File: src/sdh_pkg.sv
/*
 * Shared constants for the SCSI DMA host interface: APB register offsets,
 * field positions, reset values and the transfer state machine type.
 * Assumes a 32-bit APB with one aligned word per register.
 */
package sdh_pkg;

   // ==========================================================
   // Register byte offsets on APB.
   localparam logic [7:0] OFS_DATA = 8'h00;
   localparam logic [7:0] OFS_INIT_CMD = 8'h04;
   localparam logic [7:0] OFS_MODE = 8'h08;
   localparam logic [7:0] OFS_TGT_CMD = 8'h0C;
   localparam logic [7:0] OFS_STATUS = 8'h10;
   localparam logic [7:0] OFS_START_SEND = 8'h14;
   localparam logic [7:0] OFS_START_TRX = 8'h18;
   localparam logic [7:0] OFS_START_IRX = 8'h1C;
   localparam logic [7:0] OFS_CLEAR = 8'h20;

   // ==========================================================
   // Mode control register fields.
   localparam int MODE_DMA = 1;
   localparam int MODE_EOT_IE = 3;
   localparam int MODE_PAR_EN = 5;
   localparam int MODE_TARGET = 6;
   localparam int MODE_BLOCK = 7;
   localparam logic [7:0] MODE_WMASK = 8'hEA;

   // ==========================================================
   // Initiator and target command register fields.
   localparam int ICMD_DATA = 0;
   localparam int ICMD_ATN = 1;
   localparam int ICMD_ACK = 4;
   localparam logic [7:0] ICMD_WMASK = 8'h13;
   localparam int TCMD_REQ = 3;
   localparam int TCMD_LAST = 7;

   // ==========================================================
   // Transfer status register fields.
   localparam int STS_EOT = 7;
   localparam int STS_DRQ = 6;
   localparam int STS_PAR = 5;
   localparam int STS_IRQ = 4;
   localparam int STS_BUSY = 2;
   localparam int STS_ATN = 1;
   localparam int STS_ACK = 0;

   // ==========================================================
   // Reset values.
   localparam logic [7:0] MODE_RST = 8'h00;
   localparam logic [7:0] ICMD_RST = 8'h00;
   localparam logic [22:0] SYNC_RST = 23'h7FFE00;

   // Transfer state machine.
   typedef enum logic [2:0] {
      ST_IDLE,
      ST_SEND_WAIT,
      ST_XFER1,
      ST_XFER2,
      ST_RECV_HOLD
   } sdh_state_e;

endpackage

File: src/sdh_dma_core.sv
/*
 * SCSI DMA host interface: APB register slave, programmed I/O drive of the
 * SCSI control lines, normal and block mode DMA toward an external DMA
 * controller, end-of-process handling, parity and end-of-transfer flags.
 * Assumes the DMA controller and SCSI pins are asynchronous to pclk; every
 * pin input passes a two-stage synchroniser. The busy error event comes from
 * logic on pclk.
 */
`timescale 1ns/1ps

// Function
// - Parity flag is status bit 5; parity enable off masks and blocks it.
// - Reading the clear location clears the parity error flag.
// - End-of-process counts only with grant and a read or write strobe.
// - Valid end-of-process in DMA mode sets end-of-transfer flag, status bit 7.
// - End-of-transfer interrupt enable masks only the interrupt, not the flag.
// - Clearing DMA mode clears the end-of-transfer flag.
// - Programmed I/O drives SCSI lines from command register bits.
// - Normal mode is DMA on, block off; started by three start locations.
// - After start, internal machine runs REQ/ACK handshake alone.
// - Request when a byte can move; grant plus read or write strobe answers.
// - Write data captured when grant-and-write condition is released.
// - Transfer ends by valid end-of-process or clearing DMA mode.
// - Block mode: controller waits for ready before completing a cycle.
// - Block send: ready low while output byte not yet sent.
// - Block receive: ready low while input register empty.
// - Block mode: grant may stay low; request still raised normally.
// - Send stops after the byte loaded with end-of-process.
// - Last-byte-sent flag in target command register.
// - End-of-process keeps DMA mode; machine idles until next start.
// - Clear location read also clears interrupt and busy flags.
// - Clearing DMA mode resets the machine at once, drops request.
// - Block mode: ready stays high when DMA mode is cleared.
// - End-of-process: ready after final send byte, at once on receive.
module sdh_dma_core (
   // Clock and reset
   input wire logic pclk,
   input wire logic presetn,
   // APB slave
   input wire logic [7:0] paddr,
   input wire logic psel,
   input wire logic penable,
   input wire logic pwrite,
   input wire logic [31:0] pwdata,
   output logic [31:0] prdata,
   output logic pready,
   output logic pslverr,
   // DMA controller side
   input wire logic dma_grant_n,
   input wire logic host_read_strobe_n,
   input wire logic host_write_strobe_n,
   input wire logic transfer_done_strobe_n,
   input wire logic [7:0] host_data_in,
   output logic [7:0] host_data_out,
   output logic dma_request,
   output logic ready,
   output logic irq,
   // SCSI side
   input wire logic scsi_req_n_in,
   input wire logic scsi_ack_n_in,
   input wire logic [7:0] scsi_data_in,
   input wire logic scsi_parity_in,
   output logic scsi_req_n_out,
   output logic scsi_ack_n_out,
   output logic scsi_atn_n_out,
   output logic [7:0] scsi_data_out,
   output logic scsi_parity_out,
   output logic scsi_data_oe_n,
   // Busy monitor
   input wire logic busy_error_event
);
   import sdh_pkg::*;

   // ==========================================================
   // Pin synchronisers
   logic [22:0] sync1_reg, sync2_reg;
   wire [22:0] pins = {dma_grant_n, host_read_strobe_n, host_write_strobe_n,
      transfer_done_strobe_n, scsi_req_n_in, scsi_ack_n_in, scsi_parity_in,
      scsi_data_in, host_data_in};

   // Two flops per pin; only the second stage is read by logic.
   always_ff @(posedge pclk or negedge presetn) begin
      if (!presetn) begin
         sync1_reg <= SYNC_RST;
         sync2_reg <= SYNC_RST;
      end else begin
         sync1_reg <= pins;
         sync2_reg <= sync1_reg;
      end
   end

   wire grant_n_s = sync2_reg[22];
   wire rd_n_s = sync2_reg[21];
   wire wr_n_s = sync2_reg[20];
   wire eop_n_s = sync2_reg[19];
   wire req_n_s = sync2_reg[18];
   wire ack_n_s = sync2_reg[17];
   wire par_s = sync2_reg[16];
   wire [7:0] sdata_s = sync2_reg[15:8];
   wire [7:0] hdata_s = sync2_reg[7:0];

   // ==========================================================
   // Registers and state
   sdh_state_e state_reg, state_next;
   logic [7:0] mode_reg, icmd_reg;
   logic [7:0] out_data_reg, wdata_reg, in_data_reg, sdo_reg;
   logic out_full_reg, in_full_reg, send_reg, target_reg, eop_pend_reg, last_reg;
   logic eot_reg, par_err_reg, irq_flag_reg, busy_err_reg;
   logic wr_act_q, rd_act_q, eop_q, pio_req_reg;
   logic pready_reg, pslverr_reg;
   logic [31:0] prdata_reg;
   logic drq_reg, ready_reg, req_out_reg, ack_out_reg, oe_n_reg, atn_n_reg, par_out_reg;

   // ==========================================================
   // APB decode
   wire setup = psel && !penable;
   wire done = psel && penable && pready_reg;
   wire wr_en = done && pwrite;
   wire rd_en = done && !pwrite;
   wire addr_ok = (paddr[1:0] == 2'h0) && (paddr <= OFS_CLEAR);
   wire wr_mode = wr_en && (paddr == OFS_MODE);
   wire wr_icmd = wr_en && (paddr == OFS_INIT_CMD);
   wire wr_tcmd = wr_en && (paddr == OFS_TGT_CMD);
   wire wr_data = wr_en && (paddr == OFS_DATA);
   wire rd_clear = rd_en && (paddr == OFS_CLEAR);
   wire rd_data = rd_en && (paddr == OFS_DATA);
   wire dma_mode = mode_reg[MODE_DMA];
   wire block = mode_reg[MODE_BLOCK];
   // Start writes are honoured only with DMA mode already on.
   wire start_send = wr_en && (paddr == OFS_START_SEND) && dma_mode;
   wire start_trx = wr_en && (paddr == OFS_START_TRX) && dma_mode;
   wire start_irx = wr_en && (paddr == OFS_START_IRX) && dma_mode;
   wire start_any = start_send || start_trx || start_irx;

   // Read multiplexer; start and clear locations read as zero.
   wire [7:0] status_byte = {eot_reg, drq_reg, par_err_reg, irq_flag_reg, 1'b0,
      busy_err_reg, ~scsi_atn_n_out, ~ack_n_s};
   wire [7:0] tcmd_byte = {last_reg, 3'h0, pio_req_reg, 3'h0};
   wire [7:0] rd_byte = (paddr == OFS_DATA) ? in_data_reg :
                        (paddr == OFS_INIT_CMD) ? icmd_reg :
                        (paddr == OFS_MODE) ? mode_reg :
                        (paddr == OFS_TGT_CMD) ? tcmd_byte :
                        (paddr == OFS_STATUS) ? status_byte : 8'h00;

   // No wait states: pready rises in the first access cycle.
   always_ff @(posedge pclk or negedge presetn) begin
      if (!presetn) begin
         pready_reg <= 1'b0;
         pslverr_reg <= 1'b0;
         prdata_reg <= 32'h0000_0000;
      end else begin
         pready_reg <= setup;
         pslverr_reg <= setup && !addr_ok;
         prdata_reg <= (setup && !pwrite) ? {24'h00_0000, rd_byte} : 32'h0000_0000;
      end
   end

   // ==========================================================
   // DMA strobe decode
   wire wr_act = !grant_n_s && !wr_n_s;
   wire rd_act = !grant_n_s && !rd_n_s;
   wire wr_release = wr_act_q && !wr_act;
   wire rd_release = rd_act_q && !rd_act;
   // Any other end-of-process assertion never reaches the flags.
   wire eop_valid = !eop_n_s && !grant_n_s && (!rd_n_s || !wr_n_s);
   wire eop_rise = eop_valid && !eop_q;
   wire active = (state_reg != ST_IDLE);

   // ==========================================================
   // SCSI handshake decode
   // Target waits on ACK, initiator on REQ; own strobe active in the phase
   // where it leads (target) or answers (initiator).
   wire peer_act = target_reg ? !ack_n_s : !req_n_s;
   wire in_xfer = (state_reg == ST_XFER1) || (state_reg == ST_XFER2);
   wire own_act = in_xfer && ((state_reg == ST_XFER1) == target_reg);
   wire latch_now = (state_reg == ST_XFER1) && peer_act && !send_reg;
   wire byte_gone = (state_reg == ST_XFER2) && !peer_act && send_reg;
   wire par_bad = ~^{~sdata_s, ~par_s};
   wire par_set = mode_reg[MODE_PAR_EN] && par_bad && (latch_now || rd_data);
   wire eot_set = dma_mode && eop_rise;
   wire irq_set = (eot_set && mode_reg[MODE_EOT_IE]) || par_set;

   // ==========================================================
   // Transfer state machine
   always_comb begin
      state_next = state_reg;
      case (state_reg)
         ST_IDLE: state_next = ST_IDLE;
         ST_SEND_WAIT: if (out_full_reg) state_next = ST_XFER1;
         ST_XFER1: if (peer_act) state_next = ST_XFER2;
         ST_XFER2: begin
            if (!peer_act) begin
               if (!send_reg) state_next = ST_RECV_HOLD;
               else if (eop_pend_reg) state_next = ST_IDLE;
               else state_next = ST_SEND_WAIT;
            end
         end
         ST_RECV_HOLD: if (!in_full_reg) state_next = ST_XFER1;
         default: state_next = ST_IDLE;
      endcase
      // Receive ends at once on a valid end-of-process.
      if (eot_set && !send_reg) state_next = ST_IDLE;
      if (start_send) state_next = ST_SEND_WAIT;
      if (start_trx || start_irx) state_next = ST_XFER1;
      // Mode clear is a hard reset of the machine; it overrides a start.
      if (!dma_mode) state_next = ST_IDLE;
   end

   always_ff @(posedge pclk or negedge presetn) begin
      if (!presetn) state_reg <= ST_IDLE;
      else state_reg <= state_next;
   end

   // ==========================================================
   // Software registers and strobe history
   always_ff @(posedge pclk or negedge presetn) begin
      if (!presetn) begin
         mode_reg <= MODE_RST;
         icmd_reg <= ICMD_RST;
         pio_req_reg <= 1'b0;
         wr_act_q <= 1'b0;
         rd_act_q <= 1'b0;
         eop_q <= 1'b0;
      end else begin
         if (wr_mode) mode_reg <= pwdata[7:0] & MODE_WMASK;
         if (wr_icmd) icmd_reg <= pwdata[7:0] & ICMD_WMASK;
         if (wr_tcmd) pio_req_reg <= pwdata[TCMD_REQ];
         wr_act_q <= wr_act;
         rd_act_q <= rd_act;
         eop_q <= eop_valid;
      end
   end

   // ==========================================================
   // Transfer bookkeeping
   // Direction and role are fixed at start; send role follows the mode bit.
   always_ff @(posedge pclk or negedge presetn) begin
      if (!presetn) begin
         send_reg <= 1'b0;
         target_reg <= 1'b0;
         eop_pend_reg <= 1'b0;
         last_reg <= 1'b0;
      end else begin
         if (start_any) begin
            send_reg <= start_send;
            target_reg <= start_send ? mode_reg[MODE_TARGET] : start_trx;
         end
         if (start_any || !dma_mode) eop_pend_reg <= 1'b0;
         else if (eot_set && send_reg && active) eop_pend_reg <= 1'b1;
         if (start_any) last_reg <= 1'b0;
         else if (byte_gone && eop_pend_reg) last_reg <= 1'b1;
      end
   end

   // ==========================================================
   // Data registers
   // Host data is staged while the strobe is active and committed only on
   // release, so a byte still waiting for the SCSI side is never overwritten by host data.
   always_ff @(posedge pclk or negedge presetn) begin
      if (!presetn) begin
         wdata_reg <= 8'h00;
         out_data_reg <= 8'h00;
         out_full_reg <= 1'b0;
         in_data_reg <= 8'h00;
         in_full_reg <= 1'b0;
      end else begin
         if (wr_act) wdata_reg <= hdata_s;
         if (wr_data) out_data_reg <= pwdata[7:0];
         else if (wr_release && state_reg == ST_SEND_WAIT && !out_full_reg)
            out_data_reg <= wdata_reg;
         if (start_any || !dma_mode || byte_gone) out_full_reg <= 1'b0;
         else if (wr_release && state_reg == ST_SEND_WAIT) out_full_reg <= 1'b1;
         // Pins are low-true; the register holds the true byte.
         if (latch_now) in_data_reg <= ~sdata_s;
         if (latch_now) in_full_reg <= 1'b1;
         else if (rd_release || start_any) in_full_reg <= 1'b0;
      end
   end

   // ==========================================================
   // Status flags; a set in the same cycle as a clear wins.
   always_ff @(posedge pclk or negedge presetn) begin
      if (!presetn) begin
         eot_reg <= 1'b0;
         par_err_reg <= 1'b0;
         irq_flag_reg <= 1'b0;
         busy_err_reg <= 1'b0;
      end else begin
         if (eot_set) eot_reg <= 1'b1;
         else if (!dma_mode) eot_reg <= 1'b0;
         if (par_set) par_err_reg <= 1'b1;
         else if (rd_clear) par_err_reg <= 1'b0;
         if (irq_set) irq_flag_reg <= 1'b1;
         else if (rd_clear) irq_flag_reg <= 1'b0;
         if (busy_error_event) busy_err_reg <= 1'b1;
         else if (rd_clear) busy_err_reg <= 1'b0;
      end
   end

   // ==========================================================
   // Request, ready and SCSI drive
   // Normal mode drops the request on grant; block mode keeps it, since the
   // grant may stay low for the whole block and ready does the throttling.
   wire drq_next = dma_mode && (block || grant_n_s) &&
      (((state_reg == ST_SEND_WAIT) && !out_full_reg) ||
       ((state_reg == ST_RECV_HOLD) && in_full_reg));
   // Ready holds off the controller only while a block transfer runs; idle
   // or mode cleared leaves it high so the bus never locks up.
   wire ready_hold = block && dma_mode && active &&
      (send_reg ? out_full_reg : !in_full_reg);
   wire ack_next = !(icmd_reg[ICMD_ACK] || (own_act && !target_reg));
   wire req_next = !(pio_req_reg || (own_act && target_reg));
   wire oe_next = !(icmd_reg[ICMD_DATA] || (in_xfer && send_reg));

   always_ff @(posedge pclk or negedge presetn) begin
      if (!presetn) begin
         drq_reg <= 1'b0;
         ready_reg <= 1'b1;
         req_out_reg <= 1'b1;
         ack_out_reg <= 1'b1;
         oe_n_reg <= 1'b1;
         atn_n_reg <= 1'b1;
         sdo_reg <= 8'hFF;
         par_out_reg <= 1'b0;
      end else begin
         drq_reg <= drq_next;
         ready_reg <= !ready_hold;
         req_out_reg <= req_next;
         ack_out_reg <= ack_next;
         oe_n_reg <= oe_next;
         atn_n_reg <= !icmd_reg[ICMD_ATN];
         sdo_reg <= ~out_data_reg;
         par_out_reg <= ^out_data_reg;
      end
   end

   // Every cable output leaves a flop, so no decode glitch reaches the bus.
   assign scsi_atn_n_out = atn_n_reg;
   assign scsi_data_out = sdo_reg;
   assign scsi_parity_out = par_out_reg;
   assign scsi_data_oe_n = oe_n_reg;
   assign scsi_req_n_out = req_out_reg;
   assign scsi_ack_n_out = ack_out_reg;
   assign dma_request = drq_reg;
   assign ready = ready_reg;
   assign irq = irq_flag_reg;
   assign host_data_out = in_data_reg;
   assign prdata = prdata_reg;
   assign pready = pready_reg;
   assign pslverr = pslverr_reg;
endmodule

File: config.mk
export PLATFORM = sky130hd
export DESIGN_NAME = sdh_dma_core
export DESIGN_NICKNAME = d
export VERILOG_FILES = /design/src/sdh_pkg.sv /design/src/sdh_dma_core.sv
export SDC_FILE = /design/constraint.sdc
export NUM_CORES = 1
export LEC_CHECK = 0
export BUFFER_PORTS_ARGS = -buffer_cell sky130_fd_sc_hd__buf_2
export CAP_MARGIN = 20
export CORE_ASPECT_RATIO = 1.4
export CORE_UTILIZATION = 47
export DETAILED_ROUTE_END_ITERATION = 8
export PLACE_DENSITY = 0.75
export SETUP_SLACK_MARGIN = 0.3
export SYNTH_ARGS = -nofsm -noshare
export SYNTH_HDL_FRONTEND = slang
export SYNTH_SLANG_ARGS = --single-unit
File: constraint.sdc
create_clock -name pclk -period 1.62 [get_ports pclk]
set_input_delay 0.162 -clock pclk [delete_from_list [all_inputs] [get_ports pclk]]
set_output_delay 0.162 -clock pclk [all_outputs]
set_load 0.02 [all_outputs]
==> reports/metrics.cfg, run 1 <==
[timing]
maxSlewViolCount = 0
setup_viol = 19
period_minus_slack_ps = 1800
timing.final.crit_share_pct = 111
whs_ps = 14.8
rsz0062_at_grt = yes
fin_ws_ps = -184
fin_skew_ps = 7.84
fmax_mhz = 554
final_hold_viol_count = 0

[hold_path]
holdPathEnd = out_data_reg[4]
min_path_type = input port to flip-flop
holdPathStages = 3
min_from = pwdata[4]

[routing]
viasPerCell = 5.08
avgRoutedWirePerCell_um = 16.4
drt_iter0_drc = 184
vias = 3456
antenna_left = 0
firstDrtPassIters = 4
drc = 0
wl_mm = 11.1

[clocking]
clock-sinks = 120
clock_path_buffers = 2
clock_tree.root_cell = clkbuf_16
h-tree-depth = 4
insertion_delay_ps = 410
cts_tree = built
cts_inserted_buffers = 17
clk_pin_slew_worst_paths_ps = 60

[floorplan]
initial_core_util_pct = 48.3
rows = 43
die_w_um = 87.0
core-area_um2 = 9850
io_pins = 127
die_area_um2 = 10500
die_h_um = 121

[global_routing]
grt_max_degree = 64
grt-ovfl-total = 0
grt_pass1_vias = 3595
grt_usage_pct = 22.5
antenna_found_initial = 0
grt_pass1_wl_mm = 17.5

[cells_and_area]
drive_gt1_share_pct = 49.9
final_cells = 680
layout.nets = 602
most-common-layout-cells = dfrtp_1, buf_2, dfstp_2
fin_area_um2 = 6820
area_delta_synth_final_pct = 43.5
antenna-diode-count = 0
final_common_cell = dfrtp_1

[critical_path]
cp_max_fo = 4
rrSetupSlack_ps = -180
r2r_cells = 5
cp.required_ps = 1900
cp.arrival_ps = 2090
timing.rr.end = state_reg[1]
r2r-start = state_reg[0]
setup.worst_path.class = flip-flop to flip-flop
worstSetupStartpointType = flip-flop
critPathCaptureType = flip-flop

[placed_design]
dpl_cell_area_um2 = 5530
place_hpwl_mm = 7.13
dp.cells = 608
io_buffers = 78
preCtsSetupSlack_ps = -157
place_congestion = 0.845

[synthesis]
synthesis.area_um2 = 4750
ys_seq_area_share_pct = 64.2
yosys_warnings = 0
synth_cell_types = 61
netlist_instances = 372
avgSynthCellArea_um2 = 12.8
ys_async_sr_fraction_pct = 100
yosys_most_used_dff = dfrtp_1
synth_edf_count = 0
ys_seq_elements = 120

[power_and_ir_drop]
p_total_mw = 7.50
power_density_nw_per_um2 = 1100
vdd_drop_max_mv = 0.986
leakage_nw = 3.13

[status]
status = finished, violations left
violations = setup timing

[run]
drv_cap = 0

[routing by layer]
| metal | global-route usage [%] | vias up | part of all wire (%) |
|---|---|---|---|
| met5 | 0 | - | 0 |
| met4 | 10.8 | 0 | 2.7 |
| met3 | 5.71 | 26 | 4.2 |
| met2 | 38.0 | 126 | 55 |
| met1 | 26.5 | 1743 | 38 |
| li1 | - | 1561 | - |
[synthesized netlist by cell type, types with 3 or more instances]
cell,number,share of area [%]
buf_2,3,0.32
a21oi_1,13,1.4
nor2_1,28,2.2
nand3_1,4,0.42
xnor2_1,12,2.2
o31ai_1,3,0.47
xor2_1,3,0.55
nand2_1,24,1.9
dfstp_2,41,23
clkbuf_1,3,0.24
a21boi_0,3,0.47
nand4_1,6,0.79
a22oi_1,5,0.79
dfrtp_1,79,42
and3_1,3,0.39
mux2_2,20,4.7
mux2i_1,9,1.9
buf_4,24,3.8
nand2b_1,3,0.39
o21ai_0,21,2.2
nor3_1,5,0.53
inv_1,13,1.0
[worst max-delay path by stage]
| stage | from | endpoint | depth (start not counted) |
|---|---|---|---|
| finish | state_reg[0] | state_reg[1] | 5 |
| global route | state_reg[0] | state_reg[1] | 5 |
| CTS | state_reg[0] | irq | 5 |
| detailed placement | sync2_reg[15] | irq | 5 |
| global placement | sync2_reg[15] | irq | 5 |
| floorplan | state_reg[0] | irq | 7 |
[power breakdown]
group / total [mW] / internal, mW / leakage [nW] / switching (mW)
clock network: 3.88 / 2.57 / 0.294 / 1.30
logic: 0.431 / 0.193 / 1.42 / 0.239
registers: 3.19 / 3.13 / 1.42 / 0.0566
[layout make-up]
type / count / area [um2]
fill: 644 / 3020
clock buffer: 20 / 437
clock inverter: 12 / 176
multi-input combinational: 227 / 1790
sequential: 120 / 3060
inverter: 13 / 51.3
timing repair buffer: 153 / 1150
tap: 135 / 169
[stage by stage]
stage	utilization, %	setup TNS, ps
detailed placement	56.1	-1090
CTS	67.5	-1240
global route	69.3	-2540
global placement	56.1	-799
floorplan	-	-421
finish	69.3	-1330
[logic make-up after synthesis]
kind of cell    after synthesis  share of synthesized area [%]
flops                       120                           64.2
simple gates                 96                           11.3
compound gates               61                           8.11
buf+inv                      48                           6.11
mux                          29                           6.63
xor+xnor                     16                           3.24
fa+ha+maj                     1                          0.263
other cells                   1                         0.0789
[critical path, cell delays in order (launching register included)]
cell and delay, ps:
dfrtp_1 400, or3b_4 400, a21oi_2 180, a21oi_2 70, nor3b_2 300, mux2_4 330
[timing repair]
item                                    4_1_cts  5_1_grt
hold buffers                                 28        0
hold endpoints to repair                     49        0
endpoints found under the setup margin       47       44
pin swaps                                    24       17
gates cloned                                  2        0
buffers inserted                              5        5
gates resized for setup                      41       31
Power figures use the tool's default switching activity.
==> run 2: changes to the inputs <==
--- a/config.mk
+++ b/config.mk
@@ -9,8 +9,9 @@
 export CAP_MARGIN = 20
 export CORE_ASPECT_RATIO = 1.4
 export CORE_UTILIZATION = 47
+export CTS_CLUSTER_SIZE = 28
 export DETAILED_ROUTE_END_ITERATION = 8
-export PLACE_DENSITY = 0.75
+export PLACE_DENSITY = 0.82
 export SETUP_SLACK_MARGIN = 0.3
 export SYNTH_ARGS = -nofsm -noshare
 export SYNTH_HDL_FRONTEND = slang
==> run 2 against run 1 <==
The run still ends with setup timing left; sequential cell count unchanged; clock power increased by 2%; cell area increased by 1.5%; setup slack got worse by 66 ps; clock-buffer cell count increased by 3; largest power group unchanged; highest routed layer unchanged.
==> reports/metrics.cfg, run 2 (synthesized netlist as in run 1, its figures left out) <==
[floorplan]
die_area_um2 = 10500
core-area_um2 = 9850
initial_core_util_pct = 48.3
io_pins = 127
die_h_um = 121
die_w_um = 87.0
rows = 43

[cells_and_area]
most-common-layout-cells = dfrtp_1, buf_2, dfstp_2
fin_area_um2 = 6930
antenna-diode-count = 0
fillers = 589
layout.nets = 602
final_common_cell = dfrtp_1
area_delta_synth_final_pct = 45.7
final_cells = 680
drive_gt1_share_pct = 50.6

[critical_path]
rrSetupSlack_ps = -250
cp_max_fo = 8
worstSetupStartpointType = flip-flop
path_buf_inv = 2
setup.worst_path.class = flip-flop to flip-flop
cp_slowest_stage_delay_ps = 470
cp_slowest_cell = or3_4
cp.required_ps = 1960
timing.rr.end = host_data_out[6]
r2r_cells = 5
r2r-start = state_reg[0]
cp.arrival_ps = 2210
crit_path_cell_trace = or3b_4 > or3_4 > buf_12 > buf_16 > o21ai_2
cpLargestDelayFamily = simple AND/OR/NAND/NOR gates
critPathCaptureType = flip-flop

[timing]
timing.final.crit_share_pct = 115
setup_viol = 22
fin_ws_ps = -250
final_hold_viol_count = 0
rsz0062_at_grt = yes
setup_tns_ps = -3560
fin_skew_ps = 9.50
fmax_mhz = 535
whs_ps = 8.67
maxSlewViolCount = 0
period_minus_slack_ps = 1870

[routing]
antenna_left = 0
firstDrtPassIters = 5
viasPerCell = 5.35
vias = 3641
drc = 0
avgRoutedWirePerCell_um = 19.2
wl_mm = 13.0
drt_iter0_drc = 369

[clocking]
clock_tree.root_cell = clkbuf_16
clk_pin_slew_worst_paths_ps = 60
insertion_delay_ps = 410
h-tree-depth = 4
clock-sinks = 120
cts_inserted_buffers = 17
clock_path_buffers = 2
cts_tree = built

[placed_design]
place_congestion = 0.897
io_buffers = 78
place_hpwl_mm = 6.92
dp.cells = 607
preCtsSetupSlack_ps = -143
dpl_cell_area_um2 = 5530

[global_routing]
grt_pass1_wl_mm = 18.6
grt-ovfl-total = 0
grt_usage_pct = 24.3
grt_pass1_vias = 3641
grt_max_degree = 53
antenna_found_initial = 0

[hold_path]
min_from = pwdata[7]
holdPathEnd = out_data_reg[7]
holdPathStages = 3
min_path_type = input port to flip-flop

[power_and_ir_drop]
power_density_nw_per_um2 = 1100
vdd_drop_max_mv = 0.888
leakage_nw = 3.19

[status]
violations = setup timing
status = finished, violations left

[run]
drv_cap = 0

## run 2: cell types whose count changed in the layout (fill, tap and decap cells not counted), moves of 3 or more
cell and change:
o21ai_2 +5, nand2_1 +7, mux2i_1 -3, nand2_2 -5, clkbuf_8 +3, buf_4 -5, o21ai_1 -6
## run 2: metal layers
layer	wire, um	GRT usage (%)	vias to the layer above
li1	-	-	1558
met1	4650	26.7	1796
met2	6810	40.5	219
met3	785	5.92	68
met4	768	17.6	0
met5	0	0	-
## run 2: cell type report
type	instances	area (um2)	area share (%)
Multi-Input combinational cell	227	1830	26.5
Clock inverter	9	148	2.13
Sequential cell	120	3060	44.1
Timing Repair Buffer	153	1190	17.2
Tap cell	135	169	2.44
Inverter	13	51.3	0.741
Clock buffer	23	478	6.90
## run 2: worst max path at each step
stage                       start          endpoint  slack [ps]  depth (start not counted)
floorplan            state_reg[0]               irq         -80                          7
global route         state_reg[0]  host_data_out[3]        -270                          5
CTS                    target_reg      state_reg[2]        -130                          5
global placement    sync2_reg[15]               irq        -110                          5
detailed placement  sync2_reg[15]               irq        -140                          5
finish               state_reg[0]  host_data_out[6]        -250                          5
## run 2: worst register-to-register path, delay by kind of cell, from the launching register on
kind | cells | cell delay [ps]
buffers and inverters | 2 | 310
DFF | 1 | 450
and+or+nand+nor | 2 | 930
AOI/OAI and AO/OA | 1 | 120
## run 2: report_power, final
group / internal, mW / switching [mW]
Clock: 2.68 / 1.27
Combinational: 0.199 / 0.251
Sequential: 3.13 / 0.0610
Total: 6.02 / 1.58
## run 2: repair_timing
action	4_1_cts	5_1_grt
hold buffers	28	1
endpoints found under the hold margin	106	1
gates cloned	2	0
pin swaps	6	16
endpoints found under the setup margin	45	41
resized for setup	46	35
buffers inserted	6	4
## run 2: through the flow
stage / utilization (%) / total power, mW
2_1_floorplan: - / 3.44
3_3_place_gp: 56.2 / 3.57
3_5_place_dp: 56.2 / 3.59
4_1_cts: 68.3 / 7.58
5_1_grt: 70.4 / 7.82
6_report: 70.4 / 7.60
==> run 3: changes to the inputs <==
--- a/config.mk
+++ b/config.mk
@@ -12,6 +12,7 @@
 export CTS_CLUSTER_SIZE = 28
 export DETAILED_ROUTE_END_ITERATION = 8
 export PLACE_DENSITY = 0.82
+export REMOVE_ABC_BUFFERS = 1
 export SETUP_SLACK_MARGIN = 0.3
 export SYNTH_ARGS = -nofsm -noshare
 export SYNTH_HDL_FRONTEND = slang
==> run 3 against run 2 <==
The flow still finishes with violations (setup timing); die area stayed put; setup slack better by 48 ps; clock-buffer cell count up 3; clock power down 2%; combinational power hardly changed; clock skew shrank 0.97 ps; non-clock buffer count up 8; sequential share of layout area decreased by 0.33 points; via count decreased by 3.3%; global-route usage decreased by 0.81 points; critical endpoint is now state_reg[1].
==> reports/metrics.cfg, run 3 (synthesized netlist as in run 1, its figures left out) <==
[power_and_ir_drop]
vdd_drop_max_mv = 0.870
p_total_mw = 7.52
power_density_nw_per_um2 = 1080
leakage_nw = 3.23

[status]
status = finished, violations left
violations = setup timing

[critical_path]
cp.arrival_ps = 2100
r2r-start = state_reg[0]
cp.required_ps = 1900
r2r_cells = 5
crit_path_cell_trace = or3b_4 > a21oi_4 > a21oi_2 > nor3b_2 > mux2_4
worstSetupStartpointType = flip-flop
cpLargestDelayFamily = simple AND/OR/NAND/NOR gates
timing.rr.end = state_reg[1]
cp.depth = 5
cp_slowest_stage_delay_ps = 420
path_buf_inv = 0
cp_max_fo = 4
cp_slowest_cell = or3b_4
worstSetupStartpoint = state_reg[0]
setup.worst_path.class = flip-flop to flip-flop
rrSetupSlack_ps = -200
crit_end = state_reg[1]
critPathCaptureType = flip-flop

[clocking]
clock_path_buffers = 2
cts_inserted_buffers = 17
cts_tree = built
insertion_delay_ps = 400
clock-sinks = 120
h-tree-depth = 4
clk_pin_slew_worst_paths_ps = 50
clock_tree.root_cell = clkbuf_16

[floorplan]
rows = 43
die_w_um = 87.0
core-area_um2 = 9850
die_area_um2 = 10500
io_pins = 127
die_h_um = 121
initial_core_util_pct = 48.3

[placed_design]
place_congestion = 0.938
io_buffers = 78
dpl_cell_area_um2 = 5480
place_hpwl_mm = 7.36

[timing]
timing.final.crit_share_pct = 112
setup_viol = 20
maxSlewViolCount = 0
rsz0062_at_grt = yes
fin_ws_ps = -201
period_minus_slack_ps = 1820
fin_skew_ps = 8.53
final_hold_viol_count = 0
fmax_mhz = 549

[routing]
viasPerCell = 5.13
met3WireLength_um = 565
drt_iter0_drc = 230
wl_mm = 11.7
avgRoutedWirePerCell_um = 17.1
routed.top_layer = met4
antenna_left = 0
vias = 3521
drt-met1-wl_mm = 4.38
drc = 0
wl_met2_mm = 6.21
firstDrtPassIters = 4

[hold_path]
min_path_type = input port to flip-flop

[cells_and_area]
final_util_pct = 70.8
final_common_cell = dfrtp_1
antenna-diode-count = 0
drive_gt1_share_pct = 50.7
area_delta_synth_final_pct = 46.7
layout.nets = 610
fin_area_um2 = 6980
most-common-layout-cells = dfrtp_1, buf_2, dfstp_2

[global_routing]
antenna_found_initial = 0
grt_pass1_wl_mm = 18.0
grt_pass1_vias = 3578
grt_max_degree = 60
grt_usage_pct = 23.5
grt-ovfl-total = 0

[run]
drv_cap = 0

[run 3: layer usage]
| metal | vias up | track usage [%] |
|---|---|---|
| li1 | 1579 | - |
| met1 | 1730 | 26.6 |
| met2 | 165 | 39.9 |
| met3 | 47 | 4.15 |
| met4 | 0 | 15.9 |
| met5 | - | 0 |
[run 3: worst min path at each step]
stage / startpoint / endpoint / slack [ps] / cells past startpoint
2_1_floorplan: presetn / busy_err_reg / -130 / 0
3_3_place_gp: presetn / sync1_reg[6] / 80 / 1
3_5_place_dp: presetn / sync1_reg[0] / 90 / 1
4_1_cts: pwdata[0] / out_data_reg[0] / 5 / 3
5_1_grt: pwdata[4] / icmd_reg[4] / 30 / 2
6_report: pwdata[0] / out_data_reg[0] / 20 / 3
[run 3: layout make-up]
type,count,area (um2)
multi-input cells,227,1830
well taps,135,169
inverters,13,51.3
fillers,633,2870
flip-flops and latches,120,3050
clock inverters,5,78.8
clock buffers,26,552
repair buffers,161,1240
[run 3: tightest hold or removal path: cells and delay by family]
family,cells,cell delay [ps]
AOI/OAI and AO/OA,1,60
buffers and inverters,1,100
and+or+nand+nor,1,50
[run 3: what timing repair did]
action / CTS / global route
setup buffers: 13 / 4
gates cloned: 2 / 0
hold buffers: 27 / 0
pin swaps: 20 / 11
hold endpoints to repair: 77 / 0
gates resized for setup: 81 / 37
endpoints found under the setup margin: 43 / 46
[run 3: power breakdown]
| part | internal [mW] | switching, mW | total (mW) |
|---|---|---|---|
| Clock | 2.64 | 1.22 | 3.87 |
| Combinational | 0.208 | 0.243 | 0.450 |
| Sequential | 3.13 | 0.0628 | 3.20 |
| Total | 5.99 | 1.53 | 7.52 |
[run 3: metrics by stage]
stage	hold WS, ps	std cells	setup slack [ps]	setup TNS, ps
4_1_cts	4.88	683	-137	-1140
3_3_place_gp	83.6	610	-131	-1490
2_1_floorplan	-134	360	-207	-2130
6_report	18.5	687	-201	-1900
3_5_place_dp	88.4	610	-177	-1760
5_1_grt	30.2	687	-259	-2690
